### src/core/trwsrc_pkg.sv
package trwsrc_pkg;

  // register indices; the byte address is the index shifted by IDX_SHIFT
  localparam int          ADDR_W               = 12;
  localparam int          IDX_W                = 8;
  localparam int          IDX_SHIFT            = 2;
  localparam logic [7:0]  IDX_CONTROL          = 8'h00;
  localparam logic [7:0]  IDX_EVENT_CONTROL    = 8'h04;
  localparam logic [7:0]  IDX_IRQ_ENABLE_CLEAR = 8'h08;
  localparam logic [7:0]  IDX_IRQ_ENABLE_SET   = 8'h09;
  localparam logic [7:0]  IDX_IRQ_FLAGS        = 8'h0a;
  localparam logic [7:0]  IDX_RANDOM_OUTPUT    = 8'h20;

  // field positions
  localparam int          BIT_ENABLE           = 1;
  localparam int          BIT_RUN_IN_STANDBY   = 6;
  localparam int          BIT_EVENT_OUT_EN     = 0;
  localparam int          BIT_WORD_READY       = 0;

  // reset values
  localparam logic        RESET_BIT            = 1'b0;
  localparam logic [31:0] RESET_WORD           = 32'h00000000;
  localparam logic [31:0] READ_ZERO            = 32'h00000000;

  // data path and cadence
  localparam int          WORD_W               = 32;
  localparam int          BYTES                = WORD_W / 8;
  localparam int          FIFO_DEPTH           = 16;
  localparam int          WORD_PERIOD          = 84;
  localparam int          CNT_W                = 7;
  localparam logic [6:0]  CNT_ZERO             = 7'h00;
  localparam logic [6:0]  CNT_ONE              = 7'h01;
  localparam logic [6:0]  PERIOD_LAST          = 7'(WORD_PERIOD - 1);

  typedef struct packed {
    logic run_in_standby;
    logic enable;
  } trwsrc_ctrl_t;

  typedef enum logic [1:0] {
    GEN_IDLE,
    GEN_COUNT,
    GEN_WAIT
  } trwsrc_gen_state_t;

endpackage

### src/core/trwsrc.sv
`timescale 1ns/1ps
// Operation
// [RL1] while enabled a fresh 32-bit word lands in the output register every 84 clocks unasked.
// [RL2] the event control register takes writes only while the enable bit is zero.
// [RL3] writing one to control bit 1 starts generation and writing zero stops it.
// [RL4] the word-ready flag (flag bit 0) is set whenever a new word is placed in the output.
// [RL5] the flag clears on a write of one or on a read of the output word; a zero write does nothing.
// [RL6] the interrupt line is high while the flag and its enable are both set.
// [RL7] enable-set and enable-clear write ones to set or clear one shared enable, read by both.
// [RL8] with event control bit 0 set each finished word emits one event pulse, else none.
// [RL9] run-in-standby (bit 6) keeps generation going in standby; at zero it halts, config kept.
// [RL10] the output register at index 0x20 returns the latest word to reads.
// [RL11] accesses of 8, 16 and 32 bits, byte and halfword parts included, are served whole.
// [RL12] write protect blocks every writable register except the flag register.
// [RL13] a cpu debug halt does not touch generation or the flag.
// [RL14] output word, flag set and event pulse all happen in one clock.

module trwsrc_fifo #(
  parameter int WIDTH = 32,
  parameter int DEPTH = 16
) (
  input  wire logic             pclk,
  input  wire logic             presetn,
  input  wire logic             ce,
  input  wire logic             in_valid,
  input  wire logic [WIDTH-1:0] in_data,
  output logic                  in_ready,
  output logic                  out_valid,
  output logic [WIDTH-1:0]      out_data,
  input  wire logic             out_ready
);
  localparam int PW = $clog2(DEPTH);
  localparam int CW = $clog2(DEPTH + 1);
  localparam logic [CW-1:0] FULL_COUNT = CW'(DEPTH);
  localparam logic [CW-1:0] ONE_COUNT  = CW'(1);

  // storage is not reset; count alone says what is valid
  logic [WIDTH-1:0] mem [DEPTH];
  logic [PW-1:0]    wr_ptr;
  logic [PW-1:0]    rd_ptr;
  logic [CW-1:0]    count;
  logic [CW-1:0]    next_count;
  logic             push;
  logic             pop;

  assign push      = in_valid & in_ready;
  assign pop       = out_valid & out_ready;
  assign out_valid = (count != '0);
  assign out_data  = mem[rd_ptr];
  assign next_count = push & ~pop ? count + ONE_COUNT :
                      pop & ~push ? count - ONE_COUNT : count;

  always_ff @(posedge pclk) begin
    if (ce && push) begin
      mem[wr_ptr] <= in_data;
    end
  end

  // pointers wrap by compare, so depth need not be a power of two
  always_ff @(posedge pclk or negedge presetn) begin
    if (!presetn) begin
      wr_ptr <= '0;
    end else if (ce && push) begin
      wr_ptr <= (wr_ptr == PW'(DEPTH - 1)) ? '0 : wr_ptr + PW'(1);
    end
  end

  always_ff @(posedge pclk or negedge presetn) begin
    if (!presetn) begin
      rd_ptr <= '0;
    end else if (ce && pop) begin
      rd_ptr <= (rd_ptr == PW'(DEPTH - 1)) ? '0 : rd_ptr + PW'(1);
    end
  end

  // ready is registered so the source sees it straight from a flop
  always_ff @(posedge pclk or negedge presetn) begin
    if (!presetn) begin
      count    <= '0;
      in_ready <= 1'b0;
    end else if (ce) begin
      count    <= next_count;
      in_ready <= (next_count != FULL_COUNT);
    end
  end
endmodule // trwsrc_fifo

module trwsrc (
  input  wire logic                         pclk,
  input  wire logic                         presetn,
  input  wire logic                         ce,
  input  wire logic                         psel,
  input  wire logic                         penable,
  input  wire logic                         pwrite,
  input  wire logic [trwsrc_pkg::ADDR_W-1:0] paddr,
  input  wire logic [31:0]                  pwdata,
  input  wire logic [3:0]                   pstrb,
  output logic [31:0]                       prdata,
  output logic                              pready,
  output logic                              pslverr,
  input  wire logic                         write_protect,
  input  wire logic                         standby,
  input  wire logic                         entropy_valid,
  input  wire logic [31:0]                  entropy_data,
  output logic                              entropy_ready,
  output logic                              irq,
  output logic                              word_ready_event
);

  function automatic logic addr_is(input logic [trwsrc_pkg::ADDR_W-1:0] a,
                                   input logic [trwsrc_pkg::IDX_W-1:0]  idx);
    return a == (trwsrc_pkg::ADDR_W'(idx) << trwsrc_pkg::IDX_SHIFT);
  endfunction

  trwsrc_pkg::trwsrc_ctrl_t      control_reg;
  trwsrc_pkg::trwsrc_gen_state_t gen_state;
  logic                          word_ready_event_out_en;
  logic                          irq_en;
  logic                          word_ready;
  logic [31:0]                   random_output;
  logic [trwsrc_pkg::CNT_W-1:0]  cnt;

  logic        hit_ctrl;
  logic        hit_event_control;
  logic        hit_enclr;
  logic        hit_enset;
  logic        hit_flags;
  logic        hit_data;
  logic        hit_any;
  logic        setup;
  logic        access;
  logic        wr_acc;
  logic        wr_ok;
  logic        refuse;
  logic        lane0;
  logic        running;
  logic        at_last;
  logic        gen_take;
  logic        gen_load;
  logic        flag_clear;
  logic        next_word_ready;
  logic        next_irq_en;
  logic        fifo_valid;
  logic [31:0] fifo_data;
  logic [31:0] rd_word;
  // decoded write and read strobes
  logic        lane_ok;
  logic        ready_bit;
  logic        wr_ctrl;
  logic        wr_event_control;
  logic        set_irq_en;
  logic        clr_irq_en;
  logic        w1c_flag;
  logic        rd_data;
  logic        next_event;
  trwsrc_pkg::trwsrc_gen_state_t next_gen_state;
  logic [trwsrc_pkg::CNT_W-1:0]  next_cnt;

  // decode
  assign hit_ctrl   = addr_is(paddr, trwsrc_pkg::IDX_CONTROL);
  assign hit_event_control = addr_is(paddr, trwsrc_pkg::IDX_EVENT_CONTROL);
  assign hit_enclr  = addr_is(paddr, trwsrc_pkg::IDX_IRQ_ENABLE_CLEAR);
  assign hit_enset  = addr_is(paddr, trwsrc_pkg::IDX_IRQ_ENABLE_SET);
  assign hit_flags  = addr_is(paddr, trwsrc_pkg::IDX_IRQ_FLAGS);
  assign hit_data   = addr_is(paddr, trwsrc_pkg::IDX_RANDOM_OUTPUT);
  // unmapped addresses answer with an error and change nothing
  assign hit_any    = hit_ctrl | hit_event_control | hit_enclr | hit_enset | hit_flags | hit_data;

  // no wait state: pready comes from a flop, so every access takes two phases
  assign setup   = psel & ~penable & ~pready;
  assign access  = psel & penable & pready;
  assign refuse  = ~hit_any | (pwrite & write_protect & ~hit_flags); // RL12
  assign wr_acc  = access & pwrite;
  assign wr_ok   = wr_acc & ~pslverr;
  assign lane0   = pstrb[0];

  // write strobes; 8-bit registers live in lane 0 only
  assign lane_ok    = wr_ok & lane0;
  assign ready_bit  = pwdata[trwsrc_pkg::BIT_WORD_READY];
  assign wr_ctrl    = lane_ok & hit_ctrl; // RL3
  assign wr_event_control  = lane_ok & hit_event_control & ~control_reg.enable; // RL2
  assign set_irq_en = lane_ok & hit_enset & ready_bit; // RL7
  assign clr_irq_en = lane_ok & hit_enclr & ready_bit; // RL7
  assign w1c_flag   = lane_ok & hit_flags & ready_bit; // RL5 RL12
  assign rd_data    = access & ~pwrite & hit_data; // RL5

  // standby only halts when run-in-standby is low; debug halt has no input here
  assign running = control_reg.enable & (~standby | control_reg.run_in_standby); // RL9 RL13
  assign at_last = (cnt == trwsrc_pkg::PERIOD_LAST);
  assign gen_take = running & ((gen_state == trwsrc_pkg::GEN_COUNT & at_last) |
                               (gen_state == trwsrc_pkg::GEN_WAIT)); // RL1
  // the word, its flag and its event all key off gen_load
  assign gen_load = gen_take & fifo_valid; // RL14

  assign flag_clear = w1c_flag | rd_data; // RL5
  // a new word beats a clear in the same clock
  assign next_word_ready = gen_load | (word_ready & ~flag_clear); // RL4
  // set and clear sit at different addresses, so they never collide
  assign next_irq_en = set_irq_en | (irq_en & ~clr_irq_en); // RL7
  assign next_event  = gen_load & word_ready_event_out_en; // RL8

  always_comb begin
    rd_word = trwsrc_pkg::READ_ZERO;
    if (hit_ctrl) begin
      rd_word[trwsrc_pkg::BIT_ENABLE]         = control_reg.enable;
      rd_word[trwsrc_pkg::BIT_RUN_IN_STANDBY] = control_reg.run_in_standby;
    end else if (hit_event_control) begin
      rd_word[trwsrc_pkg::BIT_EVENT_OUT_EN] = word_ready_event_out_en;
    end else if (hit_enclr || hit_enset) begin
      rd_word[trwsrc_pkg::BIT_WORD_READY] = irq_en; // RL7
    end else if (hit_flags) begin
      rd_word[trwsrc_pkg::BIT_WORD_READY] = word_ready;
    end else if (hit_data) begin
      rd_word = random_output; // RL10
    end
  end

  // fifo decouples the entropy source from the fixed cadence
  trwsrc_fifo #(
    .WIDTH (trwsrc_pkg::WORD_W),
    .DEPTH (trwsrc_pkg::FIFO_DEPTH)
  ) u_fifo (
    .pclk      (pclk),
    .presetn   (presetn),
    .ce        (ce),
    .in_valid  (entropy_valid),
    .in_data   (entropy_data),
    .in_ready  (entropy_ready),
    .out_valid (fifo_valid),
    .out_data  (fifo_data),
    .out_ready (gen_take)
  );

  // bus answer
  always_ff @(posedge pclk or negedge presetn) begin
    if (!presetn) begin
      pready  <= 1'b0;
      pslverr <= 1'b0;
    end else if (ce) begin
      pready  <= setup;
      pslverr <= setup & refuse; // RL12
    end
  end

  // read data is caught at setup so it stands through the access cycle
  always_ff @(posedge pclk or negedge presetn) begin
    if (!presetn) begin
      prdata <= trwsrc_pkg::READ_ZERO;
    end else if (ce && setup) begin
      prdata <= pwrite ? trwsrc_pkg::READ_ZERO : rd_word; // RL11
    end
  end

  // configuration
  always_ff @(posedge pclk or negedge presetn) begin
    if (!presetn) begin
      control_reg <= '{run_in_standby: trwsrc_pkg::RESET_BIT,
                       enable:         trwsrc_pkg::RESET_BIT};
    end else if (ce && wr_ctrl) begin
      control_reg.enable         <= pwdata[trwsrc_pkg::BIT_ENABLE]; // RL3
      control_reg.run_in_standby <= pwdata[trwsrc_pkg::BIT_RUN_IN_STANDBY]; // RL9
    end
  end

  // writes while enabled are dropped without an error
  always_ff @(posedge pclk or negedge presetn) begin
    if (!presetn) begin
      word_ready_event_out_en <= trwsrc_pkg::RESET_BIT;
    end else if (ce && wr_event_control) begin // RL2
      word_ready_event_out_en <= pwdata[trwsrc_pkg::BIT_EVENT_OUT_EN]; // RL8
    end
  end

  always_ff @(posedge pclk or negedge presetn) begin
    if (!presetn) begin
      irq_en <= trwsrc_pkg::RESET_BIT;
    end else if (ce) begin
      irq_en <= next_irq_en; // RL7
    end
  end

  // generator cadence
  always_comb begin
    next_gen_state = gen_state;
    next_cnt       = cnt;
    case (gen_state)
      trwsrc_pkg::GEN_IDLE: begin
        next_cnt = trwsrc_pkg::CNT_ZERO;
        if (running) begin
          next_gen_state = trwsrc_pkg::GEN_COUNT;
        end
      end
      trwsrc_pkg::GEN_COUNT: begin
        if (!control_reg.enable) begin // RL3
          next_gen_state = trwsrc_pkg::GEN_IDLE;
        end else if (running && at_last) begin // RL1
          next_cnt = trwsrc_pkg::CNT_ZERO;
          if (!fifo_valid) begin
            next_gen_state = trwsrc_pkg::GEN_WAIT;
          end
        end else if (running) begin
          next_cnt = cnt + trwsrc_pkg::CNT_ONE;
        end
      end
      trwsrc_pkg::GEN_WAIT: begin
        // entropy starved: the word is late rather than stale
        if (!control_reg.enable) begin
          next_gen_state = trwsrc_pkg::GEN_IDLE;
        end else if (gen_load) begin
          next_gen_state = trwsrc_pkg::GEN_COUNT;
        end
      end
      default: begin
        next_gen_state = trwsrc_pkg::GEN_IDLE;
      end
    endcase
  end

  always_ff @(posedge pclk or negedge presetn) begin
    if (!presetn) begin
      gen_state <= trwsrc_pkg::GEN_IDLE;
      cnt       <= trwsrc_pkg::CNT_ZERO;
    end else if (ce) begin
      gen_state <= next_gen_state;
      cnt       <= next_cnt;
    end
  end

  // output word, software byte writes lose to a new word
  genvar b;
  generate
    for (b = 0; b < trwsrc_pkg::BYTES; b++) begin : g_byte
      always_ff @(posedge pclk or negedge presetn) begin
        if (!presetn) begin
          random_output[8*b +: 8] <= trwsrc_pkg::RESET_WORD[8*b +: 8];
        end else if (ce) begin
          if (gen_load) begin
            random_output[8*b +: 8] <= fifo_data[8*b +: 8]; // RL1 RL14
          end else if (wr_ok && hit_data && pstrb[b]) begin
            random_output[8*b +: 8] <= pwdata[8*b +: 8]; // RL11
          end
        end
      end
    end
  endgenerate

  // flag, interrupt and event
  always_ff @(posedge pclk or negedge presetn) begin
    if (!presetn) begin
      word_ready <= trwsrc_pkg::RESET_BIT;
    end else if (ce) begin
      word_ready <= next_word_ready; // RL4 RL14
    end
  end

  // irq follows the next state so it never lags the flag by a clock
  always_ff @(posedge pclk or negedge presetn) begin
    if (!presetn) begin
      irq <= 1'b0;
    end else if (ce) begin
      irq <= next_word_ready & next_irq_en; // RL6
    end
  end

  always_ff @(posedge pclk or negedge presetn) begin
    if (!presetn) begin
      word_ready_event <= 1'b0;
    end else if (ce) begin
      word_ready_event <= next_event; // RL8 RL14
    end
  end

endmodule // trwsrc

### config.mk
export PLATFORM = sky130hd
export DESIGN_NAME = trwsrc
export DESIGN_NICKNAME = d
export VERILOG_FILES = /design/src/core/trwsrc_pkg.sv /design/src/core/trwsrc.sv
export SDC_FILE = /design/constraint.sdc
export NUM_CORES = 1
export LEC_CHECK = 0
export BUFFER_PORTS_ARGS = -buffer_cell sky130_fd_sc_hd__buf_2
export CAP_MARGIN = 40
export CORE_UTILIZATION = 32
export CTS_CLUSTER_SIZE = 25
export DETAILED_ROUTE_END_ITERATION = 6
export GPL_TIMING_DRIVEN = 0
export SLEW_MARGIN = 20
export SYNTH_ARGS = -nofsm -noshare
export SYNTH_HDL_FRONTEND = slang
export SYNTH_HIERARCHICAL = 1
export SYNTH_SLANG_ARGS = --single-unit
### constraint.sdc
create_clock -name pclk -period 5.55 [get_ports pclk]
set_clock_uncertainty 0.1 [all_clocks]
set_input_delay 0.8325 -clock pclk [delete_from_list [all_inputs] [get_ports pclk]]
set_output_delay 0.8325 -clock pclk [all_outputs]
set_load 0.005 [all_outputs]
Word-level counts from Yosys, hierarchy flattened:

Memory sizes are Yosys's and may differ from the RTL's.
Cells that the tools add are included.

* register bits: 96
* bits in latches: 0
* memory bits (writable): 512
* memory bits (read-only): 0
* output and inout port bits: 37
* logic and storage cells: 162
* memories: 1

* $add $sub $neg: 5
* multiply operators: 0
* div/mod/pow operators: 0
* $lt $le $gt $ge: 0
* eq/ne operators: 17
* shifts and indexed selects: 0
* mux-type cells: 38
* bitwise logic cells: 55
* reductions and logical operators: 26

Memories
* u_fifo.mem: depth 16, bits a word 32, read ports 1, clocked after Yosys merged registers in 0, wr ports 1, line trwsrc.sv:38 `logic [WIDTH-1:0] mem [DEPTH];`

Operator list (count)
* 31-bit 2-to-1 mux: 3
* 32-bit 2-to-1 mux: 2
* 8-bit 2-to-1 mux: 8
* 12-bit by 6-bit == test with 1-bit output (second input constant): 3
* 1-bit bitwise AND: 32
* 25-bit 2-to-1 mux: 1
* 7-bit 2-to-1 mux: 3
* 7-bit case mux with 2 select lines: 1
* 12-bit by 5-bit == test with 1-bit output (second input constant): 1
* 12-bit by 8-bit == test with 1-bit output (second input constant): 1
* 12-bit logical NOT: 1
* 2-bit 2-to-1 mux: 6
* 4-bit 2-to-1 mux: 3
* 1-bit inverter: 12
* 1-bit logical AND: 11
* 1-bit bitwise OR: 11
* 5-bit 2-to-1 mux: 2
* 2-bit nonzero test: 5
* 4-bit by 1-bit adder with 4-bit output (second input constant): 2
* 4-bit == test (second input constant): 2
* 1-bit 2-to-1 mux: 8
* 2-bit AND reduction: 4
* 7-bit by 1-bit adder with 7-bit output (second input constant): 1
* 7-bit == test (second input constant): 1
* other kinds (14): 17

Logic depth before layout (Yosys ltp):

Gate-level depths: netlist (run 1).

* depth in word-level cells: 12
* depth in mapped cells: 10
* depth with buffers taken out: 8

Hierarchy:

Netlist (run 1), hierarchy kept.

By module, submodules not included
* trwsrc_fifo: instances 1, cells each 933, area each 20394.6 um^2
* trwsrc: instances 1, cells each 312, area each 4187.8 um^2

Worst setup path after synthesis (run 1):

No wires, ideal clock.

* path kind: input-to-reg
* start: input entropy_valid
* end: memory u_fifo.mem[10][0] (enable)
* arrival: 2.367 ns
* required time: 5.058 ns
* setup slack: 2.691 ns
* cell stages on the path: 5
* buffers on the path: 1
* cells stage by stage: and2_1 clkbuf_1 nand2_1 nor3b_1 and2_1

* cells in the longest elaborated chain, start to end: 4

Ends and longest elaborated chain
* from (decl): line trwsrc.sv:103 `input wire logic entropy_valid,`
* 1-bit bitwise AND: line trwsrc.sv:46 `assign push = in_valid & in_ready;`
* 1-bit logical AND: line trwsrc.sv:54 `if (ce && push) begin`
* 1-bit 2-to-1 mux: line trwsrc.sv:54
* 1-bit 2-to-1 mux (not written as such): line trwsrc.sv:55 `mem[wr_ptr] <= in_data;`
* to (decl): line trwsrc.sv:38

Every way passes these cells.

Worst setup path after layout (run 1):

* start: register u_fifo.rd_ptr[1]
* end: register random_output[17]

* cells in the longest elaborated chain, start to end: 2

Ends and longest elaborated chain
* from (decl): line trwsrc.sv:40 `logic [PW-1:0] rd_ptr;`
* from (signal assigned): line trwsrc.sv:72 `rd_ptr <= (rd_ptr == PW'(DEPTH - 1)) ? '0 : rd_ptr + PW'(1);`
* memory read 16 x 32 bit
* via fifo_data[17]: line trwsrc.sv:144 `logic [31:0] fifo_data;`
* 8-bit 2-to-1 mux: line trwsrc.sv:337 `if (gen_load) begin`
* to (signal, indexed assignment): line trwsrc.sv:335 `random_output[8*b +: 8] <= trwsrc_pkg::RESET_WORD[8*b +: 8];`
* to (signal, indexed assignment): line trwsrc.sv:338 `random_output[8*b +: 8] <= fifo_data[8*b +: 8];`
* to (signal, indexed assignment): line trwsrc.sv:340 `random_output[8*b +: 8] <= pwdata[8*b +: 8];`
* to (decl): line trwsrc.sv:120 `logic [31:0] random_output;`

The timed path passes the listed nets, and every way through them passes these cells.
A chain may end at the register's enable or synchronous reset.

==> results_dict.tcl, run 1 <==
set metrics [dict create \
    dp_hpwl_um 38200 \
    grt_max_degree 73 \
    grt_overflow_total 0 \
    cts-root-buf "clkbuf_16" \
    yosysSeqAreaShare 0.723 \
    path_cells "clkbuf_1 > buf_2 > clkbuf_1 > clkbuf_1 > a211oi_1 > a21oi_1 > mux2_4 > mux2_4" \
    wl_per_cell_um 23.1 \
    start_util 0.324 \
    post_cts_resized 0 \
    nNetsFinal 1551 \
    final_area_sq_um 29000 \
    synth_edf_count 512 \
    cts.sinks 608 \
    holdBufCountCts 1 \
    drt_iter0_markers 1125 \
    drtPass1Iterations 5 \
    maxCapViolations 0 \
    drv_slew 0 \
    clk_pin_slew_worst_paths_ns 0.06 \
    clkLatencyLatePin_ns 0.63 \
    layout_commonest_cell "edfxtp_1" \
    yosys.area.top_type "edfxtp_1" \
    tritoncts "done" \
    numCtsBuffers 60 \
    synthDistinctLibCells 68 \
    core_area_sq_um 75900 \
    syn_area_per_cell_sq_um 19.7 \
    endpoint_kind "register" \
    total_power_mw 10.1 \
    cts_buffer_depth 3 \
    synth_compound_area_frac 0.0465 \
    syn_inst 1245 \
    die_y_um 279 \
    arrival_ns 3.92 \
    hold_viol 0 \
    worstPathMaxFanout 10 \
    grt_pass1_wl_um 87400 \
    die-area_sq_um 77900 \
    setup_tns_ns 0 \
    port_buffers 125 \
    cp-start-kind "register" \
    ios 126 \
    routed_via_density 5.00 \
    drtAntennaViolNets 0 \
    finalCritPeriodShare 0.626 \
    synth_area_leaders "edfxtp_1, mux4_2, dfrtp_1, mux2_4, mux2i_1" \
    crit_top_cell "clkbuf_1" \
    relSlewSlack 0.439 \
    synth_simple_gate_area_frac 0.0368 \
    synth_ff_type "edfxtp_1" \
    synth_fp_nets 1342 \
    antenna_found_initial 12 \
    synth_top_area_frac 0.625 \
    largest_reg_flops 512 \
    ys_ff_latch 608 \
    route.detailed.drc 0 \
    reg_top3 "u_fifo/mem (512), prdata (32), random_output (32)" \
    worst-setup-path-type "reg2reg" \
    wl_um 58600 \
    synthXorXnorAreaFrac 0.00285 \
    die_x_um 279 \
    regMostFlops "u_fifo/mem" \
    min_period_ns 3.47 \
    worst_slew_pin_slew_ns 0.841 \
    async_flop_share 0.158 \
    htreeDepth 2 \
    ys_warn_count 6 \
    area_delta_synth_final_pct 18.0 \
    vias 12700 \
    final_core_utilization 0.382 \
    place_area_sq_um 27000 \
    crit_path_top_delay_cell "clkbuf_1" \
    synth_top_family_by_area "multiplexers" \
    synth_area_sq_um 24600 \
    synth_fa_ha_area_frac 0.00407 \
    rows 101 \
    pwr_density_cell_nw_per_um2 347 \
    gp_congestion 0.814 \
    postCtsSetupBuffers 0 \
    finalSetupViolCount 0 \
    worstHoldPathType "in2reg" \
    first_global_vias 13200 \
    synth_mux_area_frac 0.170 \
    grt.total_usage 0.152 \
    rsz0062_at_grt "no" \
    drive_gt1_frac 0.327 \
    p_leak_nw 9.77 \
    ir_worst_vdd_v 0.000254 \
    cp_data_required_time_ns 6.00 \
    status "completed" \
    slowest_delay_ns 0.66 \
    clock.fmax_mhz 288 \
    most-common-layout-cells "edfxtp_1, buf_2, mux4_2" \
]
==> synthesized netlist by cell type (4+ instances only) <==
cell type	number
a21o_1	4
o21ai_0	13
nor3_1	7
nand4_1	5
a21oi_1	40
dfrtp_1	96
and2_1	17
mux2_2	13
a22o_1	29
a22o_4	4
mux2_4	50
edfxtp_1	512
a211oi_1	32
and3_1	4
nand3_1	15
clkbuf_1	34
ha_1	8
mux4_2	128
nand2_1	31
xnor2_1	8
nor2_1	14
nor2b_1	36
mux2i_1	33
mux2_1	6
inv_1	13
buf_2	20
buf_6	6
buf_1	6
==> worst paths after layout <==
check / cells past startpoint / slack, ns / start / to
setup / recovery: 8 / 2.08 / u_fifo/rd_ptr[1] / random_output[17]
hold reg to reg: 2 / 0.37 / prdata[1] / prdata[1]
min in group asynchronous: 2 / 0.54 / presetn / irq_en
hold / removal: 2 / 0.34 / pwdata[1] / control_reg[0]
setup reg to reg: 8 / 2.08 / u_fifo/rd_ptr[1] / random_output[17]
max in group asynchronous: 3 / 4.11 / presetn / prdata[20]
==> layer usage <==
metal  global-route usage  wire length (um)
met5                    0               124
met1                0.205             25200
met4               0.0361              1050
met3               0.0323              3720
met2                0.251             28500
==> final cells by class <==
class                   count  area, sq um
fillers                  6885        46900
flip-flops and latches    608        17800
multi-input cells         555         6420
clock buffers              77         1620
well taps                1030         1290
repair buffers            147         1090
clock inverters            34          405
plain buffers              69          360
inverters                  13         48.8
diodes                      1         2.50
==> worst max-delay path, delay by kind of cell (launching register included) <==
kind                   cells  cell delay, ns
buffers and inverters      4            1.85
AO/OA/AOI/OAI              2            0.72
multiplexers               2            0.38
flip-flops                 1            0.35
==> power by group <==
part,internal (mW),total [mW],leakage [nW],switching (mW)
registers,5.16,5.24,5.93,0.0857
logic,0.236,0.624,2.85,0.388
clock network,2.47,4.19,0.991,1.72
==> stage by stage <==
stage                     hold slack (ns)  setup slack, ns  cells
after detailed placement            0.360             2.09   2421
after global routing                0.324             1.86   2533
after CTS                           0.303             2.06   2533
final                               0.336             2.08   2534
after floorplan                     0.357             2.69   1245
after global placement              0.360             1.43   2400
==> cells by family (layout without fill, tap and decap cells) <==
logic type               count (synthesis)  in the layout
flip-flops                             608            608
other                                    0              1
XOR/XNOR                                 8              8
buffers and inverters                   82            340
multiplexers                           230            230
adder cells (fa/ha/maj)                  8              8
AND/OR/NAND/NOR                        156            156
AO/OA/AOI/OAI                          153            153
Note: power is estimated with default switching activity, not from simulation.
==> run 2, diff against run 1 <==
Settings changed: ABC_AREA set to 1.
Clock period 5.55 ns to 3.4 ns, I/O delays scaled along.
==> run 2 against run 1 <==
  * Synthesized cell count is 66% higher
  * Final cell count is 33% higher
  * Clock power is 66% higher
  * Via count is 36% higher
  * Largest cell class unchanged
  * Largest power group unchanged
==> results_dict.tcl, run 2 <==
set metrics [dict create \
    status "completed" \
    syn_inst 2061 \
    die_y_um 282 \
    tritoncts "done" \
    syn_area_per_cell_sq_um 12.2 \
    final_area_sq_um 29700 \
    worst_slew_pin_slew_ns 0.838 \
    core_area_sq_um 77500 \
    yosysSeqAreaShare 0.709 \
    synth_top_area_frac 0.613 \
    drtPass1Iterations 6 \
    start_util 0.324 \
    worst-setup-path-type "reg2reg" \
    synth_fp_nets 2158 \
    synth_simple_gate_area_frac 0.140 \
    antenna_found_initial 5 \
    synth_mux_area_frac 0.0212 \
    holdWs_ns 0.107 \
    hold_viol 0 \
    fin_cells 3366 \
    yosys.area.top_type "edfxtp_1" \
    place_area_sq_um 27500 \
    cp-start-kind "register" \
    worstPathMaxFanout 10 \
    dp.cells 3242 \
    synth_compound_area_frac 0.0886 \
    drtAntennaViolNets 0 \
    rsz0062_at_grt "no" \
    maxCapViolations 0 \
    drt_iter0_markers 1624 \
    path_buf_inv 2 \
    numCtsBuffers 66 \
    power.internal_mw 14.9 \
    clkLatencyLatePin_ns 0.60 \
    cp_data_required_time_ns 3.78 \
    p_seq_frac 0.379 \
    layout_commonest_cell "edfxtp_1" \
    crit_path_top_delay_cell "clkbuf_1" \
    comb_power_share 0.325 \
    postCtsSetupBuffers 0 \
    vias 17300 \
    nNetsFinal 2369 \
    synthDistinctLibCells 45 \
    switchingPower_mw 8.59 \
    worstHoldPathType "in2reg" \
    synth_ff_type "edfxtp_1" \
    cts_buffer_depth 3 \
    synth_top_family_by_area "simple AND/OR/NAND/NOR gates" \
    p_sw_frac 0.365 \
    clkPwrFrac 0.296 \
    routed_via_density 5.13 \
    gp_congestion 0.876 \
    ys_ff_latch 608 \
    grt.total_usage 0.178 \
    rows 102 \
    htreeDepth 3 \
    cts.sinks 608 \
    grt_max_degree 76 \
    min_period_ns 3.02 \
    endpoint_kind "register" \
    setup_slack_ns 0.377 \
    route.detailed.drc 0 \
    synthTopCellsByCount "edfxtp_1, nand2_1, nor2_1" \
    clock.fmax_mhz 331 \
    dp_hpwl_um 49500 \
    place_ws_ns 0.422 \
    clk_pin_slew_worst_paths_ns 0.06 \
    first_global_vias 17300 \
    relSlewSlack 0.442 \
    finalSetupViolCount 0 \
    port_buffers 124 \
    p_leak_nw 10.8 \
    grt_overflow_total 0 \
    ios 126 \
    ys_warn_count 6 \
    setup_tns_ns 0 \
    async_flop_share 0.158 \
    arrival_ns 3.41 \
    synth_most_common_cell "edfxtp_1" \
    wl_per_cell_um 21.0 \
    die-area_sq_um 79500 \
    most-common-layout-cells "edfxtp_1, nand2_1, nor2_1" \
    total_power_mw 23.5 \
    wl_um 70800 \
    drive_gt1_frac 0.136 \
    reg_top3 "u_fifo/mem (512), prdata (32), random_output (32)" \
    slowest_delay_ns 0.68 \
    synth_area_sq_um 25100 \
    largest_reg_flops 512 \
    finalCritPeriodShare 0.889 \
    cts-root-buf "clkbuf_16" \
    final_core_utilization 0.383 \
    path_cells "clkbuf_1 > clkbuf_1 > o221ai_1 > nand3_1 > nand3_1 > nand3_1 > nand2_1 > nand2_1 > nand2_1" \
    regMostFlops "u_fifo/mem" \
    synth_edf_count 512 \
    synth_area_leaders "edfxtp_1, dfrtp_1, nand2_1, nor2_1, o21ai_0" \
    pwr_density_cell_nw_per_um2 793 \
    synth_fa_ha_area_frac 0.00399 \
    drv_slew 0 \
    synthXorXnorAreaFrac 0.00105 \
    die_x_um 282 \
    critical-path-top-delay-family "buffers and inverters" \
    area_delta_synth_final_pct 18.3 \
    grt_pass1_wl_um 106000 \
    ir_worst_vdd_v 0.000529 \
]
[run 2: worst min-delay path, cell delays in order]
cell and delay (ns):
buf_2 0.11, nor2_1 0.09, a21oi_1 0.05
[run 2: path summary, 6_finish.rpt]
check                      slack [ns]           endpoint  cells after the start        startpoint
max                              0.38  random_output[31]                      9  u_fifo/rd_ptr[2]
min                              0.11     control_reg[1]                      3         pwdata[6]
max reg2reg                      0.38  random_output[31]                      9  u_fifo/rd_ptr[2]
min reg2reg                      0.37          prdata[6]                      2         prdata[6]
max in group asynchronous        2.27   u_fifo/wr_ptr[1]                      3           presetn
min in group asynchronous        0.25   random_output[5]                      2           presetn
[run 2: power by group through the flow]
stage	sequential, mW	clock, mW	combinational [mW]
3_3_place_gp	9.06	0	7.28
2_1_floorplan	8.98	0	4.58
3_5_place_dp	9.05	0	7.56
4_1_cts	8.90	7.10	7.58
5_1_grt	8.95	7.37	8.31
6_report	8.91	6.96	7.65
[run 2: layout make-up]
type / count / area (sq um)
antenna: 2 / 5.00
buffer: 115 / 609
clock buffer: 84 / 1760
clock inverter: 36 / 348
fill: 7341 / 47800
inverter: 80 / 303
multi-input combinational: 1258 / 6500
sequential: 608 / 17800
tap: 1040 / 1300
timing repair buffer: 143 / 1060
[run 2: repair_timing]
action                    CTS  global route
resized for setup           0             0
hold buffers                1             0
hold endpoints to repair   21             0
[run 2: cell families after synthesis]
kind of cell / count (synthesis)
AND/OR/NAND/NOR: 860
flip-flops: 608
AO/OA/AOI/OAI: 334
buffers and inverters: 195
multiplexers: 53
adder cells (fa/ha/maj): 8
XOR/XNOR: 3
[run 2: layer usage]
metal | share of wire | track usage | routed length (um) | vias to the layer above
met4 | 0.027 | 0.0543 | 1890 | 8
met1 | 0.40 | 0.227 | 28500 | 8550
met5 | 0.00062 | 0 | 44 | -
met2 | 0.48 | 0.295 | 33700 | 725
li1 | - | - | - | 7864
met3 | 0.095 | 0.0467 | 6700 | 128
